--- config.mk ---
export PLATFORM = sky130hd
export DESIGN_NAME = mwtc_wave_config
export DESIGN_NICKNAME = d
export VERILOG_FILES = /design/src/design/mwtc_pkg.sv /design/src/design/mwtc_delta_mem.sv /design/src/design/mwtc_wave_config.sv
export SDC_FILE = /design/constraint.sdc
export NUM_CORES = 1
export LEC_CHECK = 0
export CORE_ASPECT_RATIO = 0.9
export CORE_MARGIN = 4
export CORE_UTILIZATION = 50
export DETAILED_ROUTE_END_ITERATION = 8
export DONT_BUFFER_PORTS = 1
export SYNTH_ARGS = -nofsm -noshare
export SYNTH_HDL_FRONTEND = slang
export SYNTH_HIERARCHICAL = 1
export SYNTH_SLANG_ARGS = --single-unit
--- constraint.sdc ---
create_clock -name clk -period 7.5 [get_ports clk]
set_clock_uncertainty 0.05 [all_clocks]
set_input_delay 0.75 -clock clk [delete_from_list [all_inputs] [get_ports clk]]
set_output_delay 0.75 -clock clk [all_outputs]
set_load 0.01 [all_outputs]
--- src/design/mwtc_pkg.sv ---
// shared constants for the microstep wave table configuration block
package mwtc_pkg;

  // ----------------------------------------------------------------
  // bus and register map
  // ----------------------------------------------------------------
  localparam int unsigned ADDR_W = 8;
  localparam int unsigned DATA_W = 32;

  localparam logic [7:0] ADDR_START  = 8'h88;
  localparam logic [7:0] ADDR_SELECT = 8'h89;
  localparam logic [7:0] ADDR_DELTA0 = 8'h8a;
  localparam logic [7:0] ADDR_STATUS = 8'h90;

  // ----------------------------------------------------------------
  // field positions
  // ----------------------------------------------------------------
  localparam int unsigned START_A_LSB  = 0;
  localparam int unsigned START_B_LSB  = 16;
  localparam int unsigned OFFSET_B_LSB = 24;
  localparam int unsigned BORDER1_LSB  = 8;
  localparam int unsigned BORDER2_LSB  = 16;
  localparam int unsigned BORDER3_LSB  = 24;
  localparam int unsigned WCODE_W      = 2;
  localparam int unsigned STAT_BUSY    = 0;
  localparam int unsigned STAT_A_LSB   = 8;
  localparam int unsigned STAT_B_LSB   = 16;

  // ----------------------------------------------------------------
  // reset values
  // ----------------------------------------------------------------
  localparam logic [7:0]  RST_START_A  = 8'h00;
  localparam logic [7:0]  RST_START_B  = 8'hf7;
  localparam logic [7:0]  RST_OFFSET_B = 8'h00;
  localparam logic [7:0]  RST_BORDER1  = 8'h80;
  localparam logic [7:0]  RST_BORDER2  = 8'hff;
  localparam logic [7:0]  RST_BORDER3  = 8'hff;
  localparam logic [7:0]  RST_WCODES   = 8'h56;
  localparam logic [31:0] RST_DELTA0   = 32'haaaa_b554;

  // ----------------------------------------------------------------
  // table geometry
  // ----------------------------------------------------------------
  localparam int unsigned ENTRY_W     = 8;
  localparam int unsigned WORD_BITS   = 32;
  localparam int unsigned WORDS       = 8;
  localparam int unsigned BITSEL_W    = 5;
  localparam int unsigned ACC_W       = 11;
  localparam logic [8:0]  PEAK_ENTRY  = 9'h100;
  localparam logic [7:0]  LAST_ENTRY  = 8'hff;
  localparam logic [7:0]  CUR_MAX     = 8'hff;

  typedef enum logic [2:0] {
    MWTC_IDLE,
    MWTC_LOAD_A,
    MWTC_WALK_A,
    MWTC_LOAD_B,
    MWTC_WALK_B,
    MWTC_DONE
  } mwtc_state_t;

endpackage

--- src/design/mwtc_delta_mem.sv ---
// storage for the delta words that follow the first one
`timescale 1ns/10ps

module mwtc_delta_mem #(
  parameter int unsigned DEPTH = 7,
  parameter int unsigned IDX_W = 3
) (
  input  wire logic              clk,
  input  wire logic              rst_n,
  input  wire logic              wrEn,
  input  wire logic [IDX_W-1:0]  wrIdx,
  input  wire logic [31:0]       wrData,
  input  wire logic [IDX_W-1:0]  rdIdx,
  output logic      [31:0]       rdData
);

  if (DEPTH < 1 || DEPTH > (1 << IDX_W)) begin : g_chk
    $error("mwtc_delta_mem: DEPTH does not fit IDX_W");
  end

  logic [31:0] words [DEPTH];

  // ----------------------------------------------------------------
  // entries
  // ----------------------------------------------------------------
  for (genvar i = 0; i < DEPTH; i++) begin : g_word
    always_ff @(posedge clk or negedge rst_n) begin
      if (!rst_n) begin
        words[i] <= 32'h0000_0000;
      end else if (wrEn && wrIdx == IDX_W'(i)) begin
        words[i] <= wrData;
      end
    end
  end

  // registered read; out-of-range index reads zero
  always_ff @(posedge clk or negedge rst_n) begin
    if (!rst_n) begin
      rdData <= 32'h0000_0000;
    end else if (rdIdx < IDX_W'(DEPTH)) begin
      rdData <= words[rdIdx];
    end else begin
      rdData <= 32'h0000_0000;
    end
  end

endmodule

--- src/design/mwtc_wave_config.sv ---
// wave table configuration registers and table walk engine
//
// The plain strobed port was chosen for this implementation.
`timescale 1ns/10ps

// Operation
// - table splits into four segments by borders 1..3, last ends at 255.
// - width code and delta bit choose increment -1..+2 or 0..+3.
// - width codes of segments 0..3 sit in select bits 1:0..7:6.
// - borders 1,2,3 sit in select bits 15:8, 23:16, 31:24.
// - coil A start field bits 7:0 is current at entry zero.
// - coil B start field bits 23:16 is current at entry 256.
// - signed bits 31:24 shift coil B phase by -128..+127 microsteps.
// - each delta bit steps entry x to x+1 via segment of x.
// - delta bits ascend over entries 0..255 across words, quarter wave only.
// - start values load when microstep position counter and coil B offset are both zero.
module mwtc_wave_config (
  input  wire logic        clk,
  input  wire logic        rst_n,
  input  wire logic [7:0]  regAddr,
  input  wire logic [31:0] regWrData,
  input  wire logic        regWrite,
  input  wire logic        regRead,
  output logic      [31:0] regRdData,
  input  wire logic        deltaWrEn,
  input  wire logic [2:0]  deltaWrIdx,
  input  wire logic [31:0] deltaWrData,
  input  wire logic        lookupStart,
  input  wire logic [7:0]  microstepPos,
  output logic             lookupBusy,
  output logic             lookupDone,
  output logic      [7:0]  coilACurrent,
  output logic      [7:0]  coilBCurrent
);

  // ----------------------------------------------------------------
  // configuration registers
  // ----------------------------------------------------------------
  logic [7:0]  startA_reg;
  logic [7:0]  startB_reg;
  logic [7:0]  offsetB_reg;
  logic [31:0] select_reg;
  logic [31:0] delta0_reg;

  wire hitStart  = regAddr == mwtc_pkg::ADDR_START;
  wire hitSelect = regAddr == mwtc_pkg::ADDR_SELECT;
  wire hitDelta0 = regAddr == mwtc_pkg::ADDR_DELTA0;
  wire hitStatus = regAddr == mwtc_pkg::ADDR_STATUS;

  always_ff @(posedge clk or negedge rst_n) begin
    if (!rst_n) begin
      startA_reg  <= mwtc_pkg::RST_START_A;
      startB_reg  <= mwtc_pkg::RST_START_B;
      offsetB_reg <= mwtc_pkg::RST_OFFSET_B;
    end else if (regWrite && hitStart) begin
      startA_reg  <= regWrData[mwtc_pkg::START_A_LSB +: 8];
      startB_reg  <= regWrData[mwtc_pkg::START_B_LSB +: 8];
      offsetB_reg <= regWrData[mwtc_pkg::OFFSET_B_LSB +: 8];
    end
  end

  always_ff @(posedge clk or negedge rst_n) begin
    if (!rst_n) begin
      select_reg <= {mwtc_pkg::RST_BORDER3, mwtc_pkg::RST_BORDER2,
                     mwtc_pkg::RST_BORDER1, mwtc_pkg::RST_WCODES};
    end else if (regWrite && hitSelect) begin
      select_reg <= regWrData;
    end
  end

  always_ff @(posedge clk or negedge rst_n) begin
    if (!rst_n) begin
      delta0_reg <= mwtc_pkg::RST_DELTA0;
    end else if (regWrite && hitDelta0) begin
      delta0_reg <= regWrData;
    end
  end

  // ----------------------------------------------------------------
  // field decode
  // ----------------------------------------------------------------
  wire [7:0] border1 = select_reg[mwtc_pkg::BORDER1_LSB +: 8];
  wire [7:0] border2 = select_reg[mwtc_pkg::BORDER2_LSB +: 8];
  wire [7:0] border3 = select_reg[mwtc_pkg::BORDER3_LSB +: 8];
  wire [7:0] wcodes  = select_reg[7:0];

  // ----------------------------------------------------------------
  // walk engine
  // ----------------------------------------------------------------
  mwtc_pkg::mwtc_state_t state_reg, state_next;
  logic [8:0]  entry_reg, entry_next;
  logic [8:0]  target_reg, target_next;
  logic signed [mwtc_pkg::ACC_W-1:0] acc_reg, acc_next;
  logic [7:0]  coilA_reg, coilA_next;
  logic [7:0]  coilB_reg, coilB_next;
  logic [7:0]  posB_reg, posB_next;
  // coil A result parked until coil B is ready, so both currents change together
  logic [7:0]  holdA_reg, holdA_next;
  logic        word0Sel_reg;

  // entry currently walked; walk B and its word fetch go downward and use entry-1
  wire       walkDown = (state_reg == mwtc_pkg::MWTC_WALK_B) ||
                        (state_reg == mwtc_pkg::MWTC_LOAD_B);
  wire [7:0] curEntry = walkDown ? 8'(entry_reg - 9'd1) : entry_reg[7:0];
  wire [2:0] wordIdx  = curEntry[7:mwtc_pkg::BITSEL_W];
  wire [4:0] bitIdx   = curEntry[mwtc_pkg::BITSEL_W-1:0];

  logic [31:0] memRdData;

  mwtc_delta_mem #(
    .DEPTH (mwtc_pkg::WORDS - 1),
    .IDX_W (3)
  ) u_mem (
    .clk    (clk),
    .rst_n  (rst_n),
    .wrEn   (deltaWrEn && deltaWrIdx != 3'd0),
    .wrIdx  (3'(deltaWrIdx - 3'd1)),
    .wrData (deltaWrData),
    .rdIdx  (3'(wordIdx - 3'd1)),
    .rdData (memRdData)
  );

  always_ff @(posedge clk or negedge rst_n) begin
    if (!rst_n) begin
      word0Sel_reg <= 1'b0;
    end else begin
      word0Sel_reg <= wordIdx == 3'd0;
    end
  end

  wire [31:0] curWord  = word0Sel_reg ? delta0_reg : memRdData;
  wire        deltaBit = curWord[bitIdx];

  // segment of the lower entry of the step being taken
  wire [1:0] segment = (curEntry >= border3) ? 2'd3 :
                       (curEntry >= border2) ? 2'd2 :
                       (curEntry >= border1) ? 2'd1 : 2'd0;
  wire [1:0] wcode   = wcodes[segment*mwtc_pkg::WCODE_W +: mwtc_pkg::WCODE_W];

  // code + bit - 1 covers both increment columns
  wire signed [mwtc_pkg::ACC_W-1:0] increment =
    $signed({{(mwtc_pkg::ACC_W-2){1'b0}}, wcode}) +
    $signed({{(mwtc_pkg::ACC_W-1){1'b0}}, deltaBit}) -
    $signed(mwtc_pkg::ACC_W'(1));

  // phase shifted coil B position, clamped into the quarter
  wire signed [9:0] posBRaw = $signed({2'b00, microstepPos}) +
                              $signed({{2{offsetB_reg[7]}}, offsetB_reg});
  wire [7:0] posBClamp = posBRaw[9] ? 8'h00 :
                         posBRaw[8] ? mwtc_pkg::LAST_ENTRY : posBRaw[7:0];

  // saturation of the accumulator onto an 8-bit current
  wire [7:0] accSat = acc_reg[mwtc_pkg::ACC_W-1] ? 8'h00 :
                      (acc_reg > $signed({3'b000, mwtc_pkg::CUR_MAX})) ?
                      mwtc_pkg::CUR_MAX : acc_reg[7:0];

  wire wordEdgeA = bitIdx == 5'd31;
  wire wordEdgeB = bitIdx == 5'd0;

  always_comb begin
    state_next  = state_reg;
    entry_next  = entry_reg;
    target_next = target_reg;
    acc_next    = acc_reg;
    coilA_next  = coilA_reg;
    coilB_next  = coilB_reg;
    posB_next   = posB_reg;
    holdA_next  = holdA_reg;
    case (state_reg)
      mwtc_pkg::MWTC_IDLE: begin
        if (lookupStart) begin
          posB_next = posBClamp;
          if (microstepPos == 8'h00 && offsetB_reg == 8'h00) begin
            coilA_next = startA_reg;
            coilB_next = startB_reg;
            state_next = mwtc_pkg::MWTC_DONE;
          end else begin
            entry_next  = 9'd0;
            target_next = {1'b0, microstepPos};
            acc_next    = $signed({3'b000, startA_reg});
            state_next  = mwtc_pkg::MWTC_LOAD_A;
          end
        end
      end
      mwtc_pkg::MWTC_LOAD_A: begin
        state_next = mwtc_pkg::MWTC_WALK_A;
      end
      mwtc_pkg::MWTC_WALK_A: begin
        if (entry_reg == target_reg) begin
          holdA_next  = accSat;
          entry_next  = mwtc_pkg::PEAK_ENTRY;
          target_next = {1'b0, posB_reg};
          acc_next    = $signed({3'b000, startB_reg});
          state_next  = mwtc_pkg::MWTC_LOAD_B;
        end else begin
          acc_next   = acc_reg + increment;
          entry_next = 9'(entry_reg + 9'd1);
          if (wordEdgeA) begin
            state_next = mwtc_pkg::MWTC_LOAD_A;
          end
        end
      end
      mwtc_pkg::MWTC_LOAD_B: begin
        state_next = mwtc_pkg::MWTC_WALK_B;
      end
      mwtc_pkg::MWTC_WALK_B: begin
        // coil B runs the mirrored quarter down from its peak
        if (entry_reg == 9'(mwtc_pkg::PEAK_ENTRY - target_reg)) begin
          coilA_next = holdA_reg;
          coilB_next = accSat;
          state_next = mwtc_pkg::MWTC_DONE;
        end else begin
          acc_next   = acc_reg - increment;
          entry_next = 9'(entry_reg - 9'd1);
          if (wordEdgeB) begin
            state_next = mwtc_pkg::MWTC_LOAD_B;
          end
        end
      end
      mwtc_pkg::MWTC_DONE: begin
        state_next = mwtc_pkg::MWTC_IDLE;
      end
      default: begin
        state_next = mwtc_pkg::MWTC_IDLE;
      end
    endcase
  end

  always_ff @(posedge clk or negedge rst_n) begin
    if (!rst_n) begin
      state_reg  <= mwtc_pkg::MWTC_IDLE;
      entry_reg  <= 9'd0;
      target_reg <= 9'd0;
      acc_reg    <= '0;
      posB_reg   <= 8'h00;
      holdA_reg  <= mwtc_pkg::RST_START_A;
    end else begin
      state_reg  <= state_next;
      entry_reg  <= entry_next;
      target_reg <= target_next;
      acc_reg    <= acc_next;
      posB_reg   <= posB_next;
      holdA_reg  <= holdA_next;
    end
  end

  always_ff @(posedge clk or negedge rst_n) begin
    if (!rst_n) begin
      coilA_reg <= mwtc_pkg::RST_START_A;
      coilB_reg <= mwtc_pkg::RST_START_B;
    end else begin
      coilA_reg <= coilA_next;
      coilB_reg <= coilB_next;
    end
  end

  // ----------------------------------------------------------------
  // handshake outputs
  // ----------------------------------------------------------------
  always_ff @(posedge clk or negedge rst_n) begin
    if (!rst_n) begin
      lookupBusy <= 1'b0;
      lookupDone <= 1'b0;
    end else begin
      lookupBusy <= state_next != mwtc_pkg::MWTC_IDLE;
      lookupDone <= state_next == mwtc_pkg::MWTC_DONE;
    end
  end

  assign coilACurrent = coilA_reg;
  assign coilBCurrent = coilB_reg;

  // ----------------------------------------------------------------
  // read path
  // ----------------------------------------------------------------
  wire [31:0] statusWord = {8'h00, coilB_reg, coilA_reg, 7'h00, lookupBusy};
  wire [31:0] readMux =
    hitStart  ? {offsetB_reg, startB_reg, 8'h00, startA_reg} :
    hitSelect ? select_reg :
    hitDelta0 ? delta0_reg :
    hitStatus ? statusWord : 32'h0000_0000;

  // read data stand only in the cycle after the strobe
  always_ff @(posedge clk or negedge rst_n) begin
    if (!rst_n) begin
      regRdData <= 32'h0000_0000;
    end else if (regRead) begin
      regRdData <= readMux;
    end else begin
      regRdData <= 32'h0000_0000;
    end
  end

endmodule

==> results.tsv, run 1 <==
metric	value	unit
post-synthesis adder-cell area fraction	3.612	%
Avg Cell Area, Syn	11.00	um^2
Tot GR Track Use	24.99	%
drt wl/cell	23.68	um
initial standard-cell utilization of the core	50.89	%
shortest clock period the worst path allows after layout	6.867	ns
total placed cells including tap cells	2671	
maximum ir drop on the vdd rail	0.2892	mV
quantity of I/O buffers inserted on ports	0	
overall overflow remaining after global route	0	
critical path class	reg -> reg	
CTS clk-pin slew, worst paths	0.07	ns
worst slew pin tran	2.427	ns
RSZ-0062 raised after global routing	no	
antenna diode count	0	
share of the synthesized netlist area taken by xor and xnor gates	1.328	%
simple-gate area share of the yosys netlist	9.199	%
CP required	7.93	ns
number of nets in the final layout	2261	
CTS H-Tree Depth	2	
initial detailed-routing violation count	1471	
critical-path cell with the highest stage delay	sky130_fd_sc_hd__dfrtp_1	
CTS tree	yes	
count of warnings emitted by yosys	6	
non-filler cells, final	2753	
largest net degree at the start of global routing	443	
synthesized-area fraction occupied by ao, oa, aoi and oai cells	14.64	%
power density cells	458.2	nW/um^2
Final GP Congestion	0.8568	
largest family of logic cells by synthesized area	multiplexers	
start point of the critical path	entry_reg[1]	
Post-synth EDFFs	0	
most common cell after layout, fill and taps aside	sky130_fd_sc_hd__dfrtp_1	
Final Setup Violations	0	
fraction of final layout cells with drive strength greater than 1	25.18	%
summed instance area of the synthesized netlist	23830	um^2
total nets after synthesis	2323	
setup slack after placement	0.7513	ns
Cell Chain, Critical Path	inv_1 > ha_1 > or3b_2 > nor3_1 > nand2_1 > xnor2_1 > ha_1 > o21a_1 > a21oi_1 > mux2_2 > a221oi_1 > ha_1 > ha_1 > buf_4 > inv_1 > ha_1 > nor2b_1 > o21ai_0 > a21oi_1 > o41a_1 > mux2i_1 > nand2_1 > or4_1 > o211ai_1	
register bit total from synthesis	442	
sequential element share of the synthesized area	46.68	%
tightest slew margin relative to the limit	-61.83	%
multiplexer area fraction after synthesis	20.56	%
area inside the core boundary	46830	um^2
number of detailed-route iterations in the first pass	8	
number of buffers created by CTS	48	
CTS sink cnt	442	
number of different library cells in the post-synthesis netlist	84	
wire length after detailed routing	65200	um
class of the worst hold path	in -> async	
post-CTS setup buffer count	0	
Final HPWL DP	42680	um
final hold violation count	42	
post-route fraction of the period consumed by the critical path	91.56	%
Total Neg Setup Slack	0	ns
num rows	75	
count of vias placed by the detailed router	17200	
via-per-instance ratio	6.247	
root buf cell	sky130_fd_sc_hd__clkbuf_16	
flip-flop count of the largest register, all copies and words added	224	
CTS Buffer Depth	3	
cell repeated most along the worst path	sky130_fd_sc_hd__ha_1	
startpoint of the worst register-to-register path	entry_reg[1]	
Layout Area Growth over Synthesis	8.181	%
count of antenna-violating nets left after detailed routing	0	
first-pass GRT wire length	102200	um
run status	finished with violations	
Post-Route Hold Slack	-0.1588	ns
# Max-Cap Violations	0	
Lkg Pwr	11.34	nW
CP Max Fanout	14	
CP startpoint kind	flop	
Worst Setup End Kind	flop	
ports placed on the boundary	139	
antenna violations before repair	0	
final slew viol count	336	
fill cell instance count of the final layout	4034	
final setup slack of the worst path	0.6329	ns
Vert. Die Dim	215.1	um
fraction of registers with async set/reset	100.0	%
Die X	238.1	um
source-to-sink clock delay at the later pin of the worst-skew pair	0.58	ns
Largest Register	u_mem/words	
Crit path arrival time	7.30	ns
violations in the final reports	negative hold slack, max-slew violations	
DRC violation count after routing	0	
dominant synthesized flop cell	sky130_fd_sc_hd__dfrtp_1	
vias in the first global route	17040	
most frequent cells in the layout	sky130_fd_sc_hd__dfrtp_1, sky130_fd_sc_hd__mux2_2, sky130_fd_sc_hd__nand2_1, sky130_fd_sc_hd__nor2_1, sky130_fd_sc_hd__mux2i_1	
fmax	145.6	MHz
Die Footprint	51220	um^2
delay of the slowest cell on the worst path	0.53	ns
# resized after CTS	0	
gate count of the mapped netlist	2167	
-- area by class of cell --
type	instances	area [um^2]	share of cell area, %
well taps	616	770.7	2.990
clock inverters	8	130.1	0.5048
clock buffers	74	1409	5.465
flip-flops and latches	442	11130	43.16
multi-input cells	1506	11780	45.71
inverters	66	250.2	0.9707
repair buffers	41	307.8	1.194
-- worst max-delay path, delay by kind of cell, from the launching register on --
kind                     cells  cell delay, ns
AND/OR/NAND/NOR              6            1.69
AO/OA/AOI/OAI                7            1.58
adder cells (fa/ha/maj)      5            1.39
buffers and inverters        3            0.61
multiplexers                 2            0.58
flip-flops                   1            0.53
XOR/XNOR                     1            0.35
-- through the flow --
stage	hold slack (ns)	utilization [%]	power, mW	instance area, um^2
global route	-0.1807	55.05	12.65	25780
floorplan	0.3984	-	7.934	23830
global placement	0.4089	51.76	9.323	24240
finish	-0.1588	55.05	11.81	25780
CTS	-0.1804	55.05	11.83	25780
detailed placement	0.4214	51.76	9.452	24240
-- cell families after synthesis --
group | after synthesis
compound gates | 502
xor+xnor | 34
fa+ha+maj | 67
buf+inv | 219
flops | 442
mux | 446
simple gates | 457
-- routing by layer --
metal	up-vias	share of wire (%)	GRT usage, %
met4	0	2.5	6.578
met2	465	49	42.24
li1	7830	-	-
met1	8800	44	34.13
met5	-	0	0
met3	102	4.7	3.474
-- power breakdown --
group	leakage (nW)	switching, mW	internal (mW)
clock network	0.754	0.957	1.39
logic	5.19	3.36	2.46
registers	5.41	0.576	3.07
total	11.3	4.89	6.92
-- final timing paths --
check / endpoint / slack, ns / cells past startpoint
setup / recovery: acc_reg[10] / 0.63 / 24
hold / removal: posB_reg[7] / -0.16 / 0
setup reg to reg: acc_reg[10] / 0.63 / 24
hold reg to reg: holdA_reg[5] / 0.44 / 2
max in group asynchronous: holdA_reg[7] / 5.66 / 0
min in group clk: u_mem/words[68] / 0.25 / 1
-- synth_stat cells, types with 7 or more instances --
master / instances / share of area, %
sky130_fd_sc_hd__o32a_1: 8 / 0.34
sky130_fd_sc_hd__o211ai_1: 20 / 0.63
sky130_fd_sc_hd__nor2_1: 136 / 2.1
sky130_fd_sc_hd__a21o_1: 8 / 0.25
sky130_fd_sc_hd__inv_1: 63 / 0.99
sky130_fd_sc_hd__a22oi_1: 23 / 0.72
sky130_fd_sc_hd__a22o_1: 45 / 1.7
sky130_fd_sc_hd__nor3_1: 32 / 0.67
sky130_fd_sc_hd__mux2_2: 311 / 15
sky130_fd_sc_hd__xnor2_1: 13 / 0.48
sky130_fd_sc_hd__dfrtp_1: 391 / 41
sky130_fd_sc_hd__nand2_1: 149 / 2.3
sky130_fd_sc_hd__a2111oi_0: 7 / 0.26
sky130_fd_sc_hd__buf_2: 39 / 0.82
sky130_fd_sc_hd__o21ai_0: 79 / 1.7
sky130_fd_sc_hd__nand2b_1: 26 / 0.68
sky130_fd_sc_hd__or2_2: 34 / 0.89
sky130_fd_sc_hd__o22ai_1: 17 / 0.45
sky130_fd_sc_hd__a21boi_0: 9 / 0.28
sky130_fd_sc_hd__nand3_1: 11 / 0.23
sky130_fd_sc_hd__buf_1: 17 / 0.27
sky130_fd_sc_hd__a211oi_1: 17 / 0.54
sky130_fd_sc_hd__a222oi_1: 15 / 0.63
sky130_fd_sc_hd__mux2i_1: 126 / 5.3
sky130_fd_sc_hd__buf_4: 18 / 0.57
sky130_fd_sc_hd__ha_1: 64 / 3.4
sky130_fd_sc_hd__dfstp_2: 51 / 5.6
sky130_fd_sc_hd__a21oi_1: 95 / 2.0
sky130_fd_sc_hd__xor2_1: 20 / 0.74
sky130_fd_sc_hd__a31oi_1: 56 / 1.5
sky130_fd_sc_hd__clkbuf_1: 77 / 1.2
sky130_fd_sc_hd__a221oi_1: 16 / 0.59
sky130_fd_sc_hd__o221ai_1: 16 / 0.59
sky130_fd_sc_hd__nor2b_1: 15 / 0.39
sky130_fd_sc_hd__o31ai_1: 19 / 0.60
Power figures use the tool's default switching activity.
==> inputs of run 2 (changes only) <==
--- a/config.mk
+++ b/config.mk
@@ -10,6 +10,7 @@
 export CORE_UTILIZATION = 50
 export DETAILED_ROUTE_END_ITERATION = 8
 export DONT_BUFFER_PORTS = 1
+export REMOVE_ABC_BUFFERS = 1
 export SYNTH_ARGS = -nofsm -noshare
 export SYNTH_HDL_FRONTEND = slang
 export SYNTH_HIERARCHICAL = 1
==> results.tsv, run 2 (same netlist as run 1, synthesis figures left out) <==
metric	value	unit
run status	finished with violations	
violations in the final reports	negative hold slack, max-slew violations	
Die Footprint	51220	um^2
CTS Buffer Depth	3	
post-CTS setup buffer count	0	
DRC violation count after routing	0	
Final HPWL DP	42170	um
CP required	7.95	ns
power density cells	457.3	nW/um^2
number of nets in the final layout	2259	
CTS sink cnt	442	
vias in the first global route	17230	
# resized after CTS	0	
number of cells traversed by the worst register-to-register path	25	
wire length after detailed routing	64440	um
final standard cell utilization of the core	55.10	%
antenna diode count	0	
overall overflow remaining after global route	0	
Critical R2R Capture	acc_reg[10]	
met3 WL	3393	um
Largest Register	u_mem/words	
# Max-Cap Violations	0	
count of vias placed by the detailed router	17190	
Met2 Wirelength	30980	um
met1 layer wirelength in the final routing	28690	um
critical path class	reg -> reg	
Layout Area Growth over Synthesis	8.286	%
fmax	147.2	MHz
CP Max Fanout	14	
antenna violations before repair	0	
Total Neg Setup Slack	0	ns
maximum ir drop on the vdd rail	0.2935	mV
final slew viol count	224	
Worst Setup End Kind	flop	
Lkg Pwr	11.36	nW
final hold violation count	85	
drt wl/cell	23.36	um
initial detailed-routing violation count	1470	
tightest slew margin relative to the limit	-34.53	%
CP startpoint kind	flop	
Post-Route Hold Slack	-0.1661	ns
most frequent cells in the layout	sky130_fd_sc_hd__dfrtp_1, sky130_fd_sc_hd__mux2_2, sky130_fd_sc_hd__nand2_1, sky130_fd_sc_hd__nor2_1, sky130_fd_sc_hd__mux2i_1	
number of buffers created by CTS	47	
total placed cells including tap cells	2670	
first-pass GRT wire length	102000	um
Vert. Die Dim	215.1	um
flop2flop setup slack	0.70	ns
Final Setup Violations	0	
RSZ-0062 raised after global routing	no	
number of detailed-route iterations in the first pass	5	
Final GP Congestion	0.9047	
Die X	238.1	um
CTS tree	yes	
area inside the core boundary	46830	um^2
post-route fraction of the period consumed by the critical path	90.61	%
top metal layer carrying routed signals	met4	
quantity of I/O buffers inserted on ports	0	
non-filler cells, final	2758	
fraction of final layout cells with drive strength greater than 1	25.35	%
ports placed on the boundary	139	
Final Total Pwr	11.80	mW
count of antenna-violating nets left after detailed routing	0	
num rows	75	
source-to-sink clock delay at the later pin of the worst-skew pair	0.59	ns
Crit path arrival time	7.24	ns
CTS H-Tree Depth	2	
via-per-instance ratio	6.234	
fill cell instance count of the final layout	4077	
worst slew pin tran	2.018	ns
initial standard-cell utilization of the core	50.89	%
shortest clock period the worst path allows after layout	6.795	ns
startpoint of the worst register-to-register path	entry_reg[1]	
flip-flop count of the largest register, all copies and words added	224	
Tot GR Track Use	24.82	%
largest net degree at the start of global routing	443	
class of the worst hold path	in -> async	
most common cell after layout, fill and taps aside	sky130_fd_sc_hd__dfrtp_1	
root buf cell	sky130_fd_sc_hd__clkbuf_16	
CTS clk-pin slew, worst paths	0.07	ns
run 2: per-layer routing:
metal	global-route usage [%]	vias up
met4	6.404	0
met5	0	-
li1	-	7819
met2	40.51	460
met3	4.179	84
met1	34.74	8829
run 2: area by class of cell:
type	count	area [um^2]	share of cell area (%)
sequential	442	11130	43.12
clock buffer	76	1415	5.484
inverter	66	250.2	0.9698
tap	616	770.7	2.987
multi-input combinational	1506	11790	45.68
timing repair buffer	40	300.3	1.164
clock inverter	12	153.9	0.5964
run 2: worst max-delay path, cell delays in order, from the launching register on:
cell	delay [ns]
sky130_fd_sc_hd__dfrtp_1	0.35
sky130_fd_sc_hd__buf_4	0.17
sky130_fd_sc_hd__inv_1	0.12
sky130_fd_sc_hd__ha_1	0.24
sky130_fd_sc_hd__or3b_2	0.51
sky130_fd_sc_hd__nor3_1	0.41
sky130_fd_sc_hd__nand2_1	0.13
sky130_fd_sc_hd__xnor2_1	0.36
sky130_fd_sc_hd__ha_1	0.31
sky130_fd_sc_hd__o21a_1	0.19
sky130_fd_sc_hd__a21oi_1	0.26
sky130_fd_sc_hd__mux2_2	0.37
sky130_fd_sc_hd__a221oi_1	0.26
sky130_fd_sc_hd__ha_1	0.21
sky130_fd_sc_hd__ha_1	0.17
sky130_fd_sc_hd__buf_4	0.20
sky130_fd_sc_hd__inv_1	0.24
sky130_fd_sc_hd__ha_1	0.47
sky130_fd_sc_hd__nor2b_1	0.18
sky130_fd_sc_hd__o21ai_0	0.21
sky130_fd_sc_hd__a21oi_1	0.13
sky130_fd_sc_hd__o41a_1	0.39
sky130_fd_sc_hd__mux2i_1	0.22
sky130_fd_sc_hd__nand2_1	0.07
sky130_fd_sc_hd__or4_1	0.40
sky130_fd_sc_hd__o211ai_1	0.10
run 2: stage by stage:
step	instance area (um^2)	worst slack, ns
6_report	25800	0.7045
5_1_grt	25800	0.1646
4_1_cts	25800	0.7477
3_5_place_dp	24230	0.7529
3_3_place_gp	24230	1.014
2_1_floorplan	23130	-1.021
run 2: worst max path at each step:
stage | endpoint | slack [ns] | from
5_1_grt | acc_reg[10] | 0.16 | entry_reg[1]
3_5_place_dp | acc_reg[10] | 0.75 | entry_reg[1]
4_1_cts | acc_reg[10] | 0.75 | entry_reg[1]
2_1_floorplan | u_mem/rdData[0] | -1.02 | state_reg[2]
6_report | acc_reg[10] | 0.70 | entry_reg[1]
3_3_place_gp | acc_reg[10] | 1.01 | state_reg[2]
run 2: power by group:
part / internal (mW) / switching [mW]
Combinational: 2.46 / 3.36
Sequential: 3.07 / 0.576
Clock: 1.37 / 0.963
Total: 6.90 / 4.89
